`src/hw/fwg_regs.svh`:
```
// Register offsets, field positions, key codes and lock state codes
`ifndef FWG_REGS_SVH
`define FWG_REGS_SVH

`define FWG_PSC_ADDR 8'h8f
`define FWG_KEY_ADDR 8'hb6
`define FWG_PSC_RESET 8'h00
`define FWG_KEY_RESET 8'h00
`define FWG_BIT_SCRATCH 2
`define FWG_BIT_ERASE 1
`define FWG_BIT_WRITE 0
`define FWG_KEY_FIRST 8'ha5
`define FWG_KEY_SECOND 8'hf1
`define FWG_SCRATCH_TOP 16'h03ff
`define FWG_ST_LOCKED 2'h0
`define FWG_ST_FIRST 2'h1
`define FWG_ST_OPEN 2'h2
`define FWG_ST_DEAD 2'h3

`endif

```
`src/hw/fwg_pkg.sv`:
```
// Types for the flash write and erase guard
package fwg_pkg;
  typedef enum logic [1:0] {
    FWG_LOCKED,
    FWG_FIRST,
    FWG_OPEN,
    FWG_DEAD
  } fwg_lock_t;
endpackage

```
`src/hw/fwg_guard.sv`:
```
// Flash write and erase guard with program-store control and unlock key
`timescale 1ns/1ps
`default_nettype none
`include "fwg_regs.svh"

module fwg_guard
  import fwg_pkg::*;
(
  input wire logic clk_sys,
  input wire logic rst,
  input wire logic sfr_wr,
  input wire logic sfr_rd,
  input wire logic [7:0] sfr_addr,
  input wire logic [7:0] sfr_wdata,
  output logic [7:0] sfr_rdata,
  input wire logic xwr,
  input wire logic [15:0] xaddr,
  input wire logic [7:0] xwdata,
  input wire logic code_rd,
  input wire logic [15:0] code_addr,
  output logic xram_wr,
  output logic [15:0] xram_addr,
  output logic [7:0] xram_wdata,
  output logic flash_prog,
  output logic flash_erase,
  output logic flash_rd,
  output logic flash_scratch,
  output logic [15:0] flash_addr,
  output logic [7:0] flash_wdata,
  input wire logic flash_done,
  output logic core_stall,
  input wire logic supply_mon_en,
  input wire logic supply_rst_en,
  output logic flash_err_reset
);

  logic [2:0] psc_q;
  fwg_lock_t lock_q;
  fwg_lock_t lock_d;
  logic busy_q;
  logic [7:0] rdata_q;
  logic xram_wr_q;
  logic [15:0] xram_addr_q;
  logic [7:0] xram_wdata_q;
  logic prog_q;
  logic erase_q;
  logic [15:0] faddr_q;
  logic [7:0] fwdata_q;
  logic err_q;

  function automatic logic sel(input logic [7:0] a, input logic [7:0] m);
    sel = (a == m);
  endfunction

  // ---------------------------------------------------------------
  // Decode
  // ---------------------------------------------------------------
  wire psc_wr = sfr_wr && sel(sfr_addr, `FWG_PSC_ADDR);
  wire key_wr = sfr_wr && sel(sfr_addr, `FWG_KEY_ADDR);
  wire wr_en = psc_q[`FWG_BIT_WRITE];
  wire er_en = psc_q[`FWG_BIT_ERASE];
  // Core holds xwr low while stalled, so an access is never lost
  wire flash_acc = xwr && wr_en && !busy_q;
  wire supply_ok = supply_mon_en && supply_rst_en;
  // A key write in the same cycle sends the lock to the dead state and no operation starts
  wire start_op = flash_acc && lock_q == FWG_OPEN && supply_ok && !key_wr;
  wire bad_attempt = flash_acc && lock_q != FWG_OPEN;
  wire err_attempt = flash_acc && lock_q == FWG_OPEN && !supply_ok;

  // ---------------------------------------------------------------
  // Lock sequencer
  // ---------------------------------------------------------------
  always_comb begin
    lock_d = lock_q;
    case (lock_q)
      FWG_LOCKED: begin
        if (key_wr) begin
          lock_d = (sfr_wdata == `FWG_KEY_FIRST) ? FWG_FIRST : FWG_DEAD;
        end
      end
      FWG_FIRST: begin
        if (key_wr) begin
          lock_d = (sfr_wdata == `FWG_KEY_SECOND) ? FWG_OPEN : FWG_DEAD;
        end
      end
      FWG_OPEN: begin
        // Unlock is spent by one operation, even an aborted one
        if (key_wr) begin
          lock_d = FWG_DEAD;
        end else if (flash_acc) begin
          lock_d = FWG_LOCKED;
        end
      end
      FWG_DEAD: lock_d = FWG_DEAD;
      default: lock_d = FWG_DEAD;
    endcase
    if (bad_attempt) begin
      lock_d = FWG_DEAD;
    end
  end

  always_ff @(posedge clk_sys or posedge rst) begin
    if (rst) begin
      lock_q <= FWG_LOCKED;
    end else begin
      lock_q <= lock_d;
    end
  end

  // ---------------------------------------------------------------
  // Control register and read path
  // ---------------------------------------------------------------
  wire [7:0] psc_rd = {5'h00, psc_q};
  wire [7:0] key_rd = {6'h00, lock_q};
  wire [7:0] rd_mux = sel(sfr_addr, `FWG_PSC_ADDR) ? psc_rd :
                      sel(sfr_addr, `FWG_KEY_ADDR) ? key_rd : 8'h00;

  always_ff @(posedge clk_sys or posedge rst) begin
    if (rst) begin
      psc_q <= 3'(`FWG_PSC_RESET);
      rdata_q <= 8'h00;
    end else begin
      if (psc_wr) begin
        psc_q <= sfr_wdata[2:0];
      end
      if (sfr_rd) begin
        rdata_q <= rd_mux;
      end
    end
  end

  // ---------------------------------------------------------------
  // Data write steering and flash operation
  // ---------------------------------------------------------------
  always_ff @(posedge clk_sys or posedge rst) begin
    if (rst) begin
      xram_wr_q <= 1'b0;
      xram_addr_q <= 16'h0000;
      xram_wdata_q <= 8'h00;
      busy_q <= 1'b0;
      prog_q <= 1'b0;
      erase_q <= 1'b0;
      faddr_q <= 16'h0000;
      fwdata_q <= 8'h00;
      err_q <= 1'b0;
    end else begin
      xram_wr_q <= xwr && !wr_en;
      if (xwr && !wr_en) begin
        xram_addr_q <= xaddr;
        xram_wdata_q <= xwdata;
      end
      err_q <= err_q || err_attempt;
      // Erase wins when both enables are set; the data byte is dropped
      if (start_op) begin
        busy_q <= 1'b1;
        erase_q <= er_en;
        prog_q <= !er_en;
        faddr_q <= xaddr;
        fwdata_q <= er_en ? 8'h00 : xwdata;
      end else if (busy_q && flash_done) begin
        busy_q <= 1'b0;
        erase_q <= 1'b0;
        prog_q <= 1'b0;
      end
    end
  end

  assign sfr_rdata = rdata_q;
  assign xram_wr = xram_wr_q;
  assign xram_addr = xram_addr_q;
  assign xram_wdata = xram_wdata_q;
  assign flash_prog = prog_q;
  assign flash_erase = erase_q;
  assign flash_wdata = fwdata_q;
  assign flash_scratch = psc_q[`FWG_BIT_SCRATCH];
  // Code reads pass straight through when no operation is running
  assign flash_rd = code_rd && !busy_q;
  assign flash_addr = busy_q ? faddr_q : code_addr;
  assign core_stall = busy_q;
  assign flash_err_reset = err_q;
endmodule
`default_nettype wire

```
`config.mk`:
```
export PLATFORM = sky130hd
export DESIGN_NAME = fwg_guard
export DESIGN_NICKNAME = d
export VERILOG_FILES = /design/src/hw/fwg_pkg.sv /design/src/hw/fwg_guard.sv
export VERILOG_INCLUDE_DIRS = /design/src /design/src/hw
export SDC_FILE = /design/constraint.sdc
export NUM_CORES = 1
export LEC_CHECK = 0
export BUFFER_PORTS_ARGS = -buffer_cell sky130_fd_sc_hd__buf_2
export CORE_MARGIN = 2
export CORE_UTILIZATION = 50
export DETAILED_ROUTE_END_ITERATION = 8
export PLACE_DENSITY = 0.85
export SYNTH_ARGS = -nofsm -noshare
export SYNTH_HDL_FRONTEND = slang
export SYNTH_SLANG_ARGS = --single-unit
export TNS_END_PERCENT = 50
```
`constraint.sdc`:
```
create_clock -name clk_sys -period 2.5 [get_ports clk_sys]
set_input_delay 0 -clock clk_sys [delete_from_list [all_inputs] [get_ports clk_sys]]
set_output_delay 0 -clock clk_sys [all_outputs]
set_load 0.01 [all_outputs]
```
# Word level (Yosys, flattened, before mapping)
# Cells that the tools add are included.
classes:
  n_eq_ne: 11
  n_reduce_logical: 22
  mux: 16
op_table:
  columns: ["operator", "count"]
  rows:
  - ["$eq A8 B8 Y1 const B", 4]
  - ["$mux W16", 1]
  - ["$mux W2", 7]
  - ["$logic_and A1 B1 Y1", 13]
  - ["$mux W8", 1]
  - ["$pmux W2 S4", 1]
  - ["$ne A3 B3 Y1 const B", 2]
  - ["$logic_not A1 Y1", 5]
  - ["$mux W1", 5]
  - ["$eq A2 B2 Y1 const B", 2]
  - ["$ne A4 B4 Y1 const B", 1]
  - ["$mux W3", 1]
  - ["$reduce_and A3 Y1", 1]
  - ["$eq A2 B1 Y1 const B", 1]
  - ["$logic_not A2 Y1", 1]
  - ["$ne A2 B2 Y1 const B", 1]
  - ["$reduce_bool A2 Y1", 1]
  - ["$logic_or A1 B1 Y1", 1]
totals:
  out_inout_bits: 63
  word_cells: 61
  in_bits: 65
  regBits: 66

# Logic depth before layout (Yosys ltp)
logic_depth:
  depth_word: 6
  ltp_mapped: 5
  ltp_nobuf: 4

# Worst setup path before layout
# No wires, ideal clock.
synth_timing:
  kind: "register to register"
  from: "reg busy_q (netlist: core_stall)"
  to: "reg faddr_q[0]"
  setup_slack_ns: 0.754
  path_buffers: 1
  setup_time_ns: 0.125
  stages_incl_launch_ff: 6
  t_arrival_ns: 1.621
  period_less_slack_ns: 1.746
  t_required_ns: 2.375
  path_cell_list: "dfrtp_1 > nand3b_1 > nor3b_2 > nand4_4 > buf_12 > mux2_4"
synth_via:
  elab_chain_len: 5
synth_lines:
  columns: ["element", "line_no", "rtl"]
  rows:
  - ["start: declaration", "fwg_guard.sv:40", "logic busy_q;"]
  - ["start signal: assignment", "fwg_guard.sv:140", "busy_q <= 1'b0;"]
  - ["start signal: assignment", "fwg_guard.sv:155", "busy_q <= 1'b1;"]
  - ["start signal: assignment", "fwg_guard.sv:161", "busy_q <= 1'b0;"]
  - ["$logic_not A1 Y1", "fwg_guard.sv:63", "wire flash_acc = xwr && wr_en && !busy_q;"]
  - ["$logic_and A1 B1 Y1", "fwg_guard.sv:63", null]
  - ["$logic_and A1 B1 Y1 (3 in series)", "fwg_guard.sv:66", "wire start_op = flash_acc && lock_q == FWG_OPEN && supply_ok && !key_wr;"]
  - ["end signal: assignment", "fwg_guard.sv:158", "faddr_q <= xaddr;"]
  - ["end: declaration", "fwg_guard.sv:47", "logic [15:0] faddr_q;"]
# No other way between the ends.
# A chain may end at the register's enable or synchronous reset.

# Worst setup path in the final report
layout_timing:
  from: "reg psc_q[0]"
  to: "reg faddr_q[6]"
layout_via:
  elab_chain_len: 5
layout_lines:
  columns: ["element", "line_no", "rtl"]
  rows:
  - ["start: declaration", "fwg_guard.sv:37", "logic [2:0] psc_q;"]
  - ["start signal: assignment", "fwg_guard.sv:120", "psc_q <= 3'(`FWG_PSC_RESET);"]
  - ["start signal: assignment", "fwg_guard.sv:124", "psc_q <= sfr_wdata[2:0];"]
  - ["$logic_and A1 B1 Y1 (2 in series)", "fwg_guard.sv:63", null]
  - ["$logic_and A1 B1 Y1 (3 in series)", "fwg_guard.sv:66", null]
# No other way between the ends.

==> impl_metrics.ini <==
[run_status]
outcome = completed

[power_and_ir_drop]
cellPowerDensity_nw_per_um2 = 588
p_leak_nw = 2.07
power_mw = 2.33
ir_drop_mv = 0.365

[die]
start_util_pct = 51.4
die_h_um = 78.8
die_area_um2 = 6210
core_area_um2 = 5440
die_w_um = 78.8
num_rows = 27
ioPinCount = 128

[yosys]
avgSynthCellArea_um2 = 14.3
synth_edf_count = 0
ys_seq_elements = 61
synthCells = 196
yosys-top-cells-area = dfrtp_1, mux2_2, mux2_4
synth.most_common_cell = dfrtp_1
synth_seq_area_share_pct = 54.6
synth_ff_type = dfrtp_1
synth_top_cell_area_share_pct = 54.6
ys_types = 29
syn_area_um2 = 2800
ys_async_sr_fraction_pct = 100
synth_top_cell_by_area = dfrtp_1
yosysWarnings = 0
yosys-top-cells-count = dfrtp_1, mux2_2, mux2_4

[route]
drtIter0Drc = 55
via_count = 2158
dr.pass1.iters = 4
drc_errors = 0
viasPerCell = 5.00
ant_nets = 0
wl_per_cell_um = 15.5
routed_wl_um = 6700

[critical_path]
worstPathCellList = nand3b_1, nor3b_2, nand4_4, mux2_4
critical_path_required_ns = 2.71
critical_path_class = flip-flop to flip-flop
start_kind = flip-flop
slowest_delay_ns = 0.57
cp_max_fo = 27
cpMaxStageDelayCell = nand4_4
cpLargestDelayFamily = simple AND/OR/NAND/NOR gates
endpoint_kind = flip-flop
path_buf_inv = 0
arrival_ns = 2.36
reg2reg_slack_ns = 0.35

[clocking]
numCtsBuffers = 9
path_clk_slew_ns = 0.06
clock_latency_ns = 0.33
postCtsResizedCells = 0
htree_levels = 3
clock_sinks = 61
cts_tree = built
cts_max_path_buffers = 2
ctsRootBufferMaster = clkbuf_8

[sta]
period_share_pct = 86.1
holdWs_ns = 0.0442
clock_skew_ns = 0.00665
rsz0062_at_grt = false
max_freq_ghz = 0.465
fin_setup_tns_ns = 0
slew_headroom_pct = 44.7
setup_viol = 0
finalMaxSlewViolations = 0
fin_crit_ns = 2.15
hold_violations = 0
tightestPinTransition_ns = 0.828

[cells_and_area]
fin_area_um2 = 3950
layout-drive-gt1-share_pct = 58.9
finalNetCount = 422
area_delta_synth_final_pct = 41.3
final_util_pct = 72.7
diodes = 0

[run]
cap_violations = 0

[global_route]
grt_start_max_net_pins = 40
grt_pass1_vias = 2368
antenna_found_initial = 0
track_usage_pct = 23.2
grt-ovfl-total = 0
grt_pass1_wl_um = 10900

[placement]
gp_congestion = 0.782
place_area_um2 = 3450
io_buffers = 122
hpwl_um = 4560

[hold_path]
hold_path.class = input pin to flip-flop
[kinds of logic after synthesis]
kind of cell / count (synthesis) / share of synthesized area (%)
AO/OA/AOI/OAI: 11 / 2.37
buffers and inverters: 18 / 4.25
flip-flops: 61 / 54.6
multiplexers: 69 / 30.0
other: 1 / 0.134
AND/OR/NAND/NOR: 36 / 8.72
[state kept, by name, indices dropped and copies added (netlist names)]
name and flops:
core_stall 1, faddr_q 16, flash_erase 1, flash_err_reset 1
flash_prog 1, flash_wdata 8, lock_q 2, psc_q 3
sfr_rdata 3, xram_addr 16, xram_wdata 8, xram_wr 1
[power breakdown]
group,switching (mW),total (mW),internal [mW]
Clock,0.356,0.832,0.476
Sequential,0.0566,1.12,1.07
Combinational,0.166,0.371,0.205
[stage by stage]
step / setup WS, ns / std cells
floorplan: 0.754 / 200
global placement: 0.459 / 386
detailed placement: 0.377 / 386
CTS: 0.349 / 432
global route: 0.209 / 432
finish: 0.348 / 432
[path summary, 6_finish.rpt]
| check | endpoint | start | cells after the start |
|---|---|---|---|
| max in group asynchronous | faddr_q[6] | rst | 4 |
| worst max register to register | faddr_q[6] | psc_q[0] | 4 |
| worst min register to register | flash_err_reset | flash_err_reset | 1 |
| worst min-delay path | sfr_rdata[2] | sfr_addr[5] | 4 |
| worst max-delay path | faddr_q[6] | psc_q[0] | 4 |
| min in group asynchronous | xram_addr[8] | rst | 3 |
[cell usage in the layout (no fill, tap or decap), drive strengths merged]
master,synthesis,layout
o21ai,5,5
conb,1,5
dlygate4sd3,0,32
nand4b,2,2
nand4,2,2
bufinv,0,1
buf,9,127
nor2,5,5
nand3,1,1
nor4,4,4
dfrtp,61,61
and3,1,1
nor2b,10,10
a22oi,2,2
a21oi,2,2
nand2,7,7
nor3b,1,1
nand3b,1,1
or4b,1,1
clkinv,0,1
nand2b,1,1
inv,5,5
a21o,1,1
clkbuf,4,12
mux2,67,67
mux2i,2,2
o2bb2ai,1,1
[tightest hold or removal path: stages]
cell and delay, ns:
buf_2 0.09, nor4_1 0.08, nand3_1 0.08, o21ai_0 0.07
[layer usage]
layer | share of wire, % | vias to the layer above | wire length (um) | track usage, %
li1 | - | 1007 | - | -
met1 | 42 | 1055 | 2790 | 27.4
met2 | 50 | 88 | 3350 | 39.7
met3 | 7.1 | 8 | 479 | 6.93
met4 | 1.3 | 0 | 85 | 8.77
met5 | 0 | - | 0 | 0
[what timing repair did]
action | in CTS | in global routing
hold endpoints to repair | 86 | 0
buffers inserted | 0 | 0
hold buffers | 32 | 0
endpoints found under the setup margin | 0 | 0
[layout make-up]
cell class / instances / area, um2
multi-input combinational: 121 / 1170
fill: 375 / 1490
timing repair buffer: 159 / 968
sequential: 61 / 1530
clock inverter: 2 / 35.0
clock buffer: 12 / 145
inverter: 5 / 18.8
tap: 72 / 90.1
Power figures use the tool's default switching activity.
